==> src/scc_regs.vh <==
// timing, code and reset constants for the spindle contactor and coil logic
// assumes a 100 MHz clock; the filter time and the millisecond are converted to clock cycles by the macros below, the other times stay in ms
`ifndef SCC_REGS_VH
`define SCC_REGS_VH
`define SCC_CLK_MHZ          100
`define SCC_FILT_US          10000
`define SCC_MS_CYCLES        (`SCC_CLK_MHZ * 1000)
`define SCC_FILT_CYCLES      (`SCC_CLK_MHZ * `SCC_FILT_US)
`define SCC_BLANK_MS_MIN     16'h0032
`define SCC_BLANK_MS_MAX     16'h2710
`define SCC_BLANK_MS_RST     16'h0096
`define SCC_LIMIT_MS_RST     16'h01F4
`define SCC_LIMIT_PCT_RST    7'h4B
`define SCC_STOP_MS_RST      16'h0000
`define SCC_THRESH_MAX       15'h7FFF
`define SCC_HYST_MAX         10'h3E8
`define SCC_HYST_RST         10'h064
`define SCC_FN_LOW_COIL      5'h12
`define SCC_FN_CHANGING      5'h10
`define SCC_FN_SPEED_DET     5'h03
`define SCC_FN_CONTACTOR     5'h04
`define SCC_FN_CURR_LIMIT    5'h07
`define SCC_FULL_CURRENT     7'h64
`endif

==> src/scc_spindle_contactor_coil.v <==
// spindle drive sequencing: contactor on/off, speed detect with hysteresis,
// coil changeover blanking and post-switch current limit, input/output function map.
// assumes all pin inputs are asynchronous; speed and settings come from clk-domain logic.
`timescale 1ns/1ps
`include "scc_regs.vh"
module scc_spindle_contactor_coil
#(
    parameter NGI        = 12,
    parameter NEO        = 8,
    parameter NCO        = 6,
    parameter FILT_CYC   = `SCC_FILT_CYCLES,
    parameter MS_CYC     = `SCC_MS_CYCLES,
    parameter ENC_PPR    = 1024
)
(
    // clock and reset
    input  wire              clk,
    input  wire              rst_n,
    // dedicated inputs: ready, emergency stop, spare (pins)
    input  wire              machine_ready_pin,
    input  wire              emergency_stop_input,
    input  wire              dedicated_spare_pin,
    // general inputs and their function codes
    input  wire [NGI-1:0]    general_inputs,
    input  wire [NGI*5-1:0]  input_function_select,
    // command word pins
    input  wire [11:0]       orient_cmd_pins,
    input  wire [11:0]       speed_cmd_pins,
    // encoder pins
    input  wire              enc_a_pin,
    input  wire              enc_b_pin,
    // motor state from the control loop
    input  wire [14:0]       motor_speed,
    input  wire              motor_standstill,
    // settings
    input  wire [1:0]        contactor_off_mode_setting,
    input  wire [15:0]       stop_delay_setting,
    input  wire [14:0]       speed_threshold_value,
    input  wire [9:0]        speed_hysteresis_value,
    input  wire [15:0]       winding_switch_blank_time,
    input  wire [15:0]       post_switch_limit_time,
    input  wire [6:0]        post_switch_limit_level,
    input  wire [NEO*5-1:0]  emitter_output_select,
    input  wire [NCO*5-1:0]  collector_output_select,
    // contactor and power stage
    output reg               contactor_on,
    output reg               power_stage_enable,
    output reg  [6:0]        current_limit_pct,
    // status
    output reg               speed_detect_flag,
    output reg               low_coil_selected,
    output reg               coil_changing,
    // filtered command words and encoder
    output reg  [11:0]       orient_cmd,
    output reg  [11:0]       speed_cmd,
    output reg  [9:0]        enc_position,
    output reg               encoder_power_en,
    // general outputs
    output reg  [NEO-1:0]    emitter_outputs,
    output reg  [NCO-1:0]    collector_outputs,
    // differential pulse feedback
    output reg               fb_a_p,
    output reg               fb_a_n,
    output reg               fb_b_p,
    output reg               fb_b_n
);

localparam NFI = 3 + NGI + 24 + 2;
localparam FW  = 20;
localparam integer  FILT_M1  = FILT_CYC - 1;
localparam integer  MS_M1    = MS_CYC - 1;
localparam [FW-1:0] FILT_MAX = FILT_M1[FW-1:0];
localparam [16:0]   MS_MAX   = MS_M1[16:0];

// contactor states, one-hot
localparam [4:0] ST_OFF   = 5'h01;
localparam [4:0] ST_CHG   = 5'h02;
localparam [4:0] ST_ON    = 5'h04;
localparam [4:0] ST_DECEL = 5'h08;
localparam [4:0] ST_DELAY = 5'h10;
// coil states, one-hot
localparam [2:0] CO_IDLE  = 3'h1;
localparam [2:0] CO_BLANK = 3'h2;
localparam [2:0] CO_LIMIT = 3'h4;

function [15:0] clamp_blank;
    input [15:0] v;
    begin
        if (v < `SCC_BLANK_MS_MIN)
            clamp_blank = `SCC_BLANK_MS_MIN;
        else if (v > `SCC_BLANK_MS_MAX)
            clamp_blank = `SCC_BLANK_MS_MAX;
        else
            clamp_blank = v;
    end
endfunction

function [NGI-1:0] fn_match;
    input [NGI*5-1:0] sel;
    input [4:0]       code;
    integer k;
    begin
        for (k = 0; k < NGI; k = k + 1)
            fn_match[k] = (sel[k*5 +: 5] == code);
    end
endfunction

function out_fn;
    input [4:0] code;
    input       sd;
    input       lc;
    input       ch;
    input       ct;
    input       cl;
    begin
        case (code)
            `SCC_FN_SPEED_DET:  out_fn = sd;
            `SCC_FN_CONTACTOR:  out_fn = ct;
            `SCC_FN_CURR_LIMIT: out_fn = cl;
            `SCC_FN_CHANGING:   out_fn = ch;
            `SCC_FN_LOW_COIL:   out_fn = lc;
            default:            out_fn = 1'b0;
        endcase
    end
endfunction

// two-flop synchronisers for every pin input
wire [NFI-1:0] raw_in = {enc_b_pin, enc_a_pin, speed_cmd_pins, orient_cmd_pins, general_inputs,
                         dedicated_spare_pin, emergency_stop_input, machine_ready_pin};
reg  [NFI-1:0] sync1_r;
reg  [NFI-1:0] sync2_r;
always @(posedge clk)
begin
    if (!rst_n)
    begin
        sync1_r <= {NFI{1'b0}};
        sync2_r <= {NFI{1'b0}};
    end
    else
    begin
        sync1_r <= raw_in;
        sync2_r <= sync1_r;
    end
end

// input filter stage
// a level must hold for the full filter time before it is accepted
reg [NFI-1:0] filt_r;
reg [FW-1:0]  fcnt_r [0:NFI-3];
integer i;
always @(posedge clk)
begin
    for (i = 0; i < NFI-2; i = i + 1)
    begin
        if (!rst_n)
        begin
            fcnt_r[i] <= {FW{1'b0}};
            filt_r[i] <= 1'b0;
        end
        else if (sync2_r[i] == filt_r[i])
            fcnt_r[i] <= {FW{1'b0}};
        else if (fcnt_r[i] == FILT_MAX)
        begin
            fcnt_r[i] <= {FW{1'b0}};
            filt_r[i] <= sync2_r[i];
        end
        else
            fcnt_r[i] <= fcnt_r[i] + 1'b1;
    end
    // encoder lines are fast; they are only synchronised, not filtered
    if (!rst_n)
        filt_r[NFI-1:NFI-2] <= 2'b00;
    else
        filt_r[NFI-1:NFI-2] <= sync2_r[NFI-1:NFI-2];
end

wire          rdy_f  = filt_r[0];
wire          emg_f  = filt_r[1];
wire [NGI-1:0] gin_f = filt_r[3 +: NGI];

// low coil select from whichever general input carries code 18
wire low_coil_select_cmd = |(gin_f & fn_match(input_function_select, `SCC_FN_LOW_COIL));

// millisecond tick
reg [16:0] ms_cnt_r;
reg        ms_tick_r;
always @(posedge clk)
begin
    if (!rst_n || ms_cnt_r == MS_MAX)
        ms_cnt_r <= 17'h00000;
    else
        ms_cnt_r <= ms_cnt_r + 1'b1;
    ms_tick_r <= rst_n && (ms_cnt_r == MS_MAX);
end

// contactor sequence
reg [4:0]  cst_r;
reg [15:0] cms_r;
always @(posedge clk)
begin
    if (!rst_n)
    begin
        cst_r        <= ST_OFF;
        cms_r        <= 16'h0000;
        contactor_on <= 1'b0;
    end
    else if (!rdy_f)
    begin
        cst_r        <= ST_OFF;
        contactor_on <= 1'b0;
    end
    else
    begin
        case (cst_r)
            ST_OFF:
                if (!emg_f)
                    cst_r <= ST_CHG;
            ST_CHG:
            begin
                contactor_on <= 1'b1;
                cst_r        <= ST_ON;
            end
            ST_ON:
                if (emg_f)
                    cst_r <= ST_DECEL;
            ST_DECEL:
                if (!emg_f)
                    cst_r <= ST_ON;
                else if (motor_standstill && contactor_off_mode_setting[1] == 1'b0)
                begin
                    cms_r <= 16'h0000;
                    cst_r <= ST_DELAY;
                end
            ST_DELAY:
                if (!emg_f)
                    cst_r <= ST_ON;
                else if (cms_r >= stop_delay_setting)
                begin
                    contactor_on <= 1'b0;
                    cst_r        <= ST_OFF;
                end
                else if (ms_tick_r)
                    cms_r <= cms_r + 1'b1;
            default:
                cst_r <= ST_OFF;
        endcase
    end
end

// hysteresis band below the threshold for release
wire [15:0] rel_lvl = {1'b0, speed_threshold_value} - {6'h00, speed_hysteresis_value};
always @(posedge clk)
begin
    if (!rst_n)
        speed_detect_flag <= 1'b0;
    else if (motor_speed >= speed_threshold_value)
        speed_detect_flag <= 1'b1;
    // a band wider than the threshold has no release level: the flag then holds
    else if (!rel_lvl[15] && {1'b0, motor_speed} < rel_lvl)
        speed_detect_flag <= 1'b0;
end

// coil changeover; the host toggles the select after seeing the flag
reg [2:0]  co_r;
reg [15:0] co_ms_r;
always @(posedge clk)
begin
    if (!rst_n)
    begin
        co_r               <= CO_IDLE;
        co_ms_r            <= 16'h0000;
        low_coil_selected  <= 1'b0;
        coil_changing      <= 1'b0;
        power_stage_enable <= 1'b0;
        current_limit_pct  <= `SCC_FULL_CURRENT;
    end
    else
    begin
        // restart blanking on any select change
        if (low_coil_select_cmd != low_coil_selected)
        begin
            low_coil_selected  <= low_coil_select_cmd;
            co_ms_r            <= 16'h0000;
            co_r               <= CO_BLANK;
            coil_changing      <= 1'b1;
            power_stage_enable <= 1'b0;
        end
        else
        begin
            case (co_r)
                CO_IDLE:
                begin
                    power_stage_enable <= contactor_on;
                    current_limit_pct  <= `SCC_FULL_CURRENT;
                end
                CO_BLANK:
                    if (co_ms_r >= clamp_blank(winding_switch_blank_time))
                    begin
                        coil_changing      <= 1'b0;
                        power_stage_enable <= contactor_on;
                        co_ms_r            <= 16'h0000;
                        co_r               <= CO_LIMIT;
                    end
                    else if (ms_tick_r)
                        co_ms_r <= co_ms_r + 1'b1;
                CO_LIMIT:
                begin
                    power_stage_enable <= contactor_on;
                    current_limit_pct  <= post_switch_limit_level;
                    if (co_ms_r >= post_switch_limit_time)
                        co_r <= CO_IDLE;
                    else if (ms_tick_r)
                        co_ms_r <= co_ms_r + 1'b1;
                end
                default:
                    co_r <= CO_IDLE;
            endcase
        end
    end
end

// quadrature position, power supplied from this side from the first clock after reset
reg [1:0] enc_prev_r;
always @(posedge clk)
begin
    if (!rst_n)
    begin
        enc_prev_r       <= 2'b00;
        enc_position     <= 10'h000;
        encoder_power_en <= 1'b0;
    end
    else
    begin
        encoder_power_en <= 1'b1;
        enc_prev_r       <= filt_r[NFI-1:NFI-2];
        if (enc_prev_r[0] != filt_r[NFI-2])
        begin
            if (filt_r[NFI-2] ^ filt_r[NFI-1])
                enc_position <= enc_position + 1'b1;
            else
                enc_position <= enc_position - 1'b1;
        end
    end
end

integer j;
always @(posedge clk)
begin
    if (!rst_n)
    begin
        emitter_outputs   <= {NEO{1'b0}};
        collector_outputs <= {NCO{1'b0}};
        orient_cmd        <= 12'h000;
        speed_cmd         <= 12'h000;
        fb_a_p            <= 1'b0;
        fb_a_n            <= 1'b1;
        fb_b_p            <= 1'b0;
        fb_b_n            <= 1'b1;
    end
    else
    begin
        for (j = 0; j < NEO; j = j + 1)
            emitter_outputs[j] <= out_fn(emitter_output_select[j*5 +: 5], speed_detect_flag,
                                         low_coil_selected, coil_changing, contactor_on,
                                         co_r == CO_LIMIT);
        for (j = 0; j < NCO; j = j + 1)
            collector_outputs[j] <= out_fn(collector_output_select[j*5 +: 5], speed_detect_flag,
                                           low_coil_selected, coil_changing, contactor_on,
                                           co_r == CO_LIMIT);
        orient_cmd <= filt_r[3+NGI +: 12];
        speed_cmd  <= filt_r[15+NGI +: 12];
        fb_a_p     <= filt_r[NFI-2];
        fb_a_n     <= ~filt_r[NFI-2];
        fb_b_p     <= filt_r[NFI-1];
        fb_b_n     <= ~filt_r[NFI-1];
    end
end

endmodule

==> config.mk <==
export PLATFORM = sky130hd
export DESIGN_NAME = scc_spindle_contactor_coil
export DESIGN_NICKNAME = d
export VERILOG_FILES = /design/src/scc_spindle_contactor_coil.v
export VERILOG_INCLUDE_DIRS = /design/src
export SDC_FILE = /design/constraint.sdc
export NUM_CORES = 2
export LEC_CHECK = 0
export ABC_CLOCK_PERIOD_IN_PS = 3400
export BUFFER_PORTS_ARGS = -buffer_cell sky130_fd_sc_hd__buf_2
export CORE_MARGIN = 1.5
export CORE_UTILIZATION = 40
export CTS_CLUSTER_DIAMETER = 150
export DETAILED_ROUTE_END_ITERATION = 10
export PLACE_DENSITY = 0.69
export SLEW_MARGIN = 20
export SYNTH_ARGS = -nofsm -noshare
export SYNTH_HDL_FRONTEND = slang
export SYNTH_SLANG_ARGS = --single-unit
==> constraint.sdc <==
create_clock -name clk -period 3.4 [get_ports clk]
set_input_delay 0.17 -clock clk [delete_from_list [all_inputs] [get_ports clk]]
set_output_delay 0.17 -clock clk [all_outputs]
set_load 0.01 [all_outputs]
* Word level (Yosys, flattened, before mapping) *
Memory sizes are Yosys's and may differ from the RTL's.
Index checks and enable logic that the tools add are counted.

cells by class
  bitwise gates (word level) = 164
  reductions and logical operators = 66
  $add $sub $neg = 45
  mux-type cells = 600
  $lt $le $gt $ge = 7
  equality and inequality tests = 187

operators by type and width
  cell                                                              count
  two-way mux 20 bit                                                117
  adder 20 x 1 -> 20 bit (second input constant)                    39
  equality test 20 bit (second input constant)                      39
  two-way mux 1 bit                                                 439
  two-way mux 16 bit                                                13
  equality test 5 bit (second input constant)                       41
  equality test 5 x 3 -> 1 bit (second input constant)              29
  bitwise OR 1 bit                                                  117
  AND reduction 2 bit                                               44
  equality test 5 x 2 -> 1 bit (second input constant)              15
  case mux 1 bit (5 select lines)                                   14
  case mux 16 bit (2 select lines)                                  2
  >= comparator 16 bit                                              3
  inverter 1 bit                                                    45
  equality test 1 bit                                               39
  adder 16 x 1 -> 16 bit (second input constant)                    2
  two-way mux 5 bit                                                 6
  case mux 5 bit (5 select lines)                                   1
  != test 2 bit (second input constant)                             12
  adder 17 x 1 -> 17 bit (second input constant)                    1
  equality test 17 bit (second input constant)                      1
  greater-than comparator 16 x 14 -> 1 bit (second input constant)  1
  < comparator 15 x 16 -> 1 bit                                     1
  < comparator 16 x 6 -> 1 bit (second input constant)              1
  other kinds (28)                                                  47

storage, ports and cells
  word-level logic and storage cells = 1136
  bits of input ports = 271
  output and inout port bits = 65
  memories kept = 1
  register bits after elaboration = 247
  RAM bits = 780

memories
  memory  depth  width  rd ports  clocked after memory_dff  wr ports  line                              text
  fcnt_r  39     20     39        0                         39        scc_spindle_contactor_coil.v:149  reg [FW-1:0] fcnt_r [0:NFI-3];

* Logic depth before layout (Yosys ltp) *
  depth after elaboration = 10
  mapped depth = 18
  depth with buffers taken out = 18

* Worst setup path after synthesis *
Ideal clock, no wire load.

  path kind = in2reg
  start point = input winding_switch_blank_time[0]
  end point = register co_ms_r[10]
  setup slack = 341 ps
  library setup time = 70 ps
  data required time = 3330 ps
  stages on the path = 14
  arrival time = 2989 ps
  buffers on the path = 0
  cells stage by stage = a2111oi_0 -> nand2_1 -> nand4_1 -> a21oi_1 -> nor2_1 -> nand2_1 -> ha_1 -> a211o_1 -> a31oi_1 -> o221ai_1 -> a211o_1 -> a2111o_1 -> or3_1 -> a21oi_1

on the way
  word-level cells in the longest chain between the ends = 9
  elaborated cells on any way between the ends = 10
  classes of those cells = order compare: 3; mux: 7

ends and longest elaborated chain
  what                                                line                              text
  from (decl)                                         scc_spindle_contactor_coil.v:40   input wire [15:0] winding_switch_blank_time,
  greater-than comparator 16 x 14 -> 1 bit (no line)  n/a
  two-way mux 16 bit                                  scc_spindle_contactor_coil.v:91   else if (v > `SCC_BLANK_MS_MAX)
  two-way mux 16 bit (*)                              scc_spindle_contactor_coil.v:89   if (v < `SCC_BLANK_MS_MIN)
  two-way mux 16 bit (*)                              scc_spindle_contactor_coil.v:290  case (co_r)
  two-way mux 16 bit (*)                              scc_spindle_contactor_coil.v:280  if (low_coil_select_cmd != low_coil_selected)
  two-way mux 16 bit (*)                              scc_spindle_contactor_coil.v:268  if (!rst_n)
  >= comparator 16 bit (*)                            scc_spindle_contactor_coil.v:297  if (co_ms_r >= clamp_blank(winding_switch_blank_time))
  two-way mux 16 bit (*)                              scc_spindle_contactor_coil.v:297
  case mux 16 bit (2 select lines) (*)                scc_spindle_contactor_coil.v:290
  to (signal assigned)                                scc_spindle_contactor_coil.v:305  co_ms_r <= co_ms_r + 1'b1;
  to (signal assigned)                                scc_spindle_contactor_coil.v:313  co_ms_r <= co_ms_r + 1'b1;
  to (decl)                                           scc_spindle_contactor_coil.v:265  reg [15:0] co_ms_r;

Mark *: on every way between the ends. The rest lies on a longest branch, timed or not. The select of a mux whose other input is x is not followed.
A chain may end at the register's enable or synchronous reset.

* Worst setup path after layout *
  start point = input speed_threshold_value[0]
  end point = register speed_detect_flag

on the way
  word-level cells in the longest chain between the ends = 4
  elaborated cells on any way between the ends = 7
  classes of those cells = add/sub: 1; order compare: 2; mux: 1; reduce/logical: 3

ends and longest elaborated chain
  what                                                                       line                              text
  from (decl)                                                                scc_spindle_contactor_coil.v:38   input wire [14:0] speed_threshold_value,
  subtractor 15 x 10 -> 16 bit                                               scc_spindle_contactor_coil.v:251  wire [15:0] rel_lvl = {1'b0, speed_threshold_value} - {6'h00, speed_hysteresis_value};
  < comparator 15 x 16 -> 1 bit / logical NOT 1 bit (equally long branches)  scc_spindle_contactor_coil.v:259  else if (!rel_lvl[15] && {1'b0, motor_speed} < rel_lvl)
  logical AND 1 bit                                                          scc_spindle_contactor_coil.v:259
  nonzero test 2 bit (no line)                                               n/a
  to (signal assigned)                                                       scc_spindle_contactor_coil.v:255  speed_detect_flag <= 1'b0;
  to (signal assigned)                                                       scc_spindle_contactor_coil.v:257  speed_detect_flag <= 1'b1;
  to (signal assigned)                                                       scc_spindle_contactor_coil.v:260  speed_detect_flag <= 1'b0;
  to (decl)                                                                  scc_spindle_contactor_coil.v:50   output reg speed_detect_flag,

Parallel ways exist; a longest one is shown, timed or not.

==> impl_metrics.toml <==
[run_status]
status = "completed"

[detailed_routing]
via_per_inst = 4.69
wire_per_inst_um = 12.9
wirelength_um = 105000
drtPass1Iterations = 5
detail_route.iter0.violations = 1998
final_antenna_net_count = 0
vias = 38038
drc = 0

[floorplan]
die_area_um2 = 132000
die_width_um = 363
rows = 131
start_util = 0.405
pin_count = 336
dieHeight_um = 363
design.core.area_um2 = 128000

[cells_and_area]
area_delta_synth_final_pct = 21.6
layout-drive-gt1-share = 0.0896
final_util = 0.492
final_cell_area_um2 = 63000
layout.nets = 6678

[clock_tree]
clock_latency_ps = 740
clkSinkCount = 1003
numCtsBuffers = 113
cts_tree = "done"
htree_levels = 3
clk_path_buf_depth = 3
root_buffer = "clkbuf_16"
clk_pin_slew_ps = 50

[sta]
fin_crit_sh = 0.933
rsz0062_at_grt = "no"
fmaxAchievable_ghz = 0.315
fin_crit_ps = 3170
finClkSkew_ps = 49.0
worst_hold_slack_ps = 95.3
layout_setup_ws_ps = 227
worst_pin_slew_ps = 1010
slew_violations = 0
relSlewSlack = 0.325
tns_ps = 0
hold_violations = 0
finalSetupViolCount = 0

[synthesis]
ys.warnings.count = 0
ys_ff_latch = 1003
synth_commonest_cells = "nor2_1 (982), edfxtp_1 (760), xor2_1 (463), nand2_1 (397), nand3_1 (352)"
ys_top_cells_by_area = "edfxtp_1 (44%), dfxtp_1 (9.4%), xor2_1 (7.8%)"
synth.distinct_cells = 76
ys_seq_area_frac = 0.535
synth.most_common_cell = "nor2_1"
post_synth.cell_area_avg_um2 = 10.2
yosysTopAreaCellShare = 0.441
synth_edf_count = 760
yosys.area.top_type = "edfxtp_1"
syn-cell-area_um2 = 51800
synthArstFlopShare = 0
synth_cells = 5079
ys.flop_type = "edfxtp_1"

[worst_setup_path]
cp.arrival_ps = 3750
critical_path_class = "input pin to flop"
path_cells = "buf_2 -> inv_1 -> ha_1 -> inv_1 -> fa_1 -> a21o_1 -> a21oi_2 -> o21ai_0 -> nor3b_2 -> nand2b_1 -> and3_1 -> xnor2_1 -> ha_1 -> a21oi_1 -> o21ai_1 -> a21o_1 -> a221o_1 -> nand3_1 -> nand4_1 -> dlygate4sd3_1"
slowest_stage = "dlygate4sd3_1"
cp-end-kind = "flop"
worst_setup_path_start_kind = "input pin"
reg2reg_slack_ps = 440
critPathMaxStageDelay_ps = 560
required_ps = 3980
path_max_fanout = 3

[power_and_ir_drop]
vdd_ir_drop_max_mv = 0.461
leakage_nw = 23.9
pwr_density_cell_nw_per_um2 = 445

[place]
io_buffers = 333
gp_congestion = 0.895
hpwl_um = 74900
dpl_worst_slack_ps = 35.3
placed_cell_area_um2 = 58200

[worst_hold_path]
hold_path_class = "input pin to flop"

[global_routing]
grt_pass1_wl_um = 176000
first_global_vias = 37397
grt_max_degree = 85
antenna_found_initial = 8
grt_overflow = 0
grt_usage = 0.160

[job]
maxCapViolations = 0
-- critical path: cells and delay by family --
family	cells	cell delay (ps)
buffers and inverters	4	780
XOR/XNOR	1	130
AO/OA/AOI/OAI	7	1130
adder cells (fa/ha/maj)	3	850
AND/OR/NAND/NOR	5	650
-- cells by family (layout without fill, tap and decap cells) --
kind of cell,Yosys count,in the layout,share of synthesized area
other cells,1,767,0.0000724
fa+ha+maj,138,138,0.0336
simple gates,2553,2553,0.239
buf+inv,279,809,0.0207
mux,58,58,0.0112
compound gates,326,326,0.0390
xor+xnor,721,721,0.122
flops,1003,1003,0.535
-- metal layers --
| layer | part of all wire | GRT usage |
|---|---|---|
| met5 | 0.00025 | 0 |
| met1 | 0.45 | 0.200 |
| met2 | 0.47 | 0.270 |
| met3 | 0.047 | 0.0310 |
| met4 | 0.034 | 0.0669 |
-- report_power, final --
part | switching [mW] | internal [mW]
registers | 0.438 | 13.6
clock network | 5.03 | 7.39
logic | 0.830 | 0.682
-- metrics by stage --
| step | instances | total power [mW] |
|---|---|---|
| after floorplan | 5840 | 15.2 |
| after global placement | 7796 | 15.7 |
| after detailed placement | 7796 | 15.7 |
| after CTS | 8098 | 28.4 |
| after global routing | 8104 | 29.1 |
| final | 8104 | 28.0 |
-- cells in the final DEF (no fill, tap or decap), types with 47 or more instances in the layout --
cell type,instances
inv_1,147
buf_2,332
a21oi_1,120
nor2_1,982
nand2_1,397
nand3_1,352
xor2_1,463
ha_1,136
conb_1,762
xnor2_1,258
dlygate4sd3_1,86
or3_1,86
o21ai_0,74
nand4_1,106
edfxtp_1,760
clkbuf_16,119
and2_1,127
and3_1,152
nor4b_1,47
dfxtp_1,243
mux2i_1,57
nor4_1,51
nor3_1,84
-- sequential cells by signal, summed over array words and instances (netlist names), 12 cells and up --
register and cells:
cms_r 16, co_ms_r 16, fcnt_r 760, filt_r 40
ms_cnt_r 17, orient_cmd 12, speed_cmd 12, sync1_r 40
sync2_r 40
-- worst paths after layout --
| path | from | to | cells past startpoint |
|---|---|---|---|
| worst min register to register | sync1_r[36] | sync2_r[36] | 1 |
| worst min-delay path | contactor_off_mode_setting[1] | cst_r[3] | 4 |
| worst max register to register | filt_r[39] | enc_position[9] | 10 |
| worst max-delay path | speed_threshold_value[0] | speed_detect_flag | 20 |
-- layout make-up --
| type | count | area (um^2) |
|---|---|---|
| Antenna cell | 5 | 12.5 |
| Clock buffer | 174 | 3450 |
| Clock inverter | 42 | 430 |
| Fill cell | 11869 | 65100 |
| Inverter | 149 | 564 |
| Multi-Input combinational cell | 4558 | 25900 |
| Sequential cell | 1003 | 27700 |
| Tap cell | 1729 | 2160 |
| Timing Repair Buffer | 444 | 2750 |
-- what timing repair did --
action                                 4_1_cts  5_1_grt
gates resized for setup                      0        5
setup endpoints to repair                    0        1
endpoints found under the hold margin      104        0
setup buffers                                0        1
hold buffers                                86        0
Note: power is estimated with default switching activity, not from simulation.
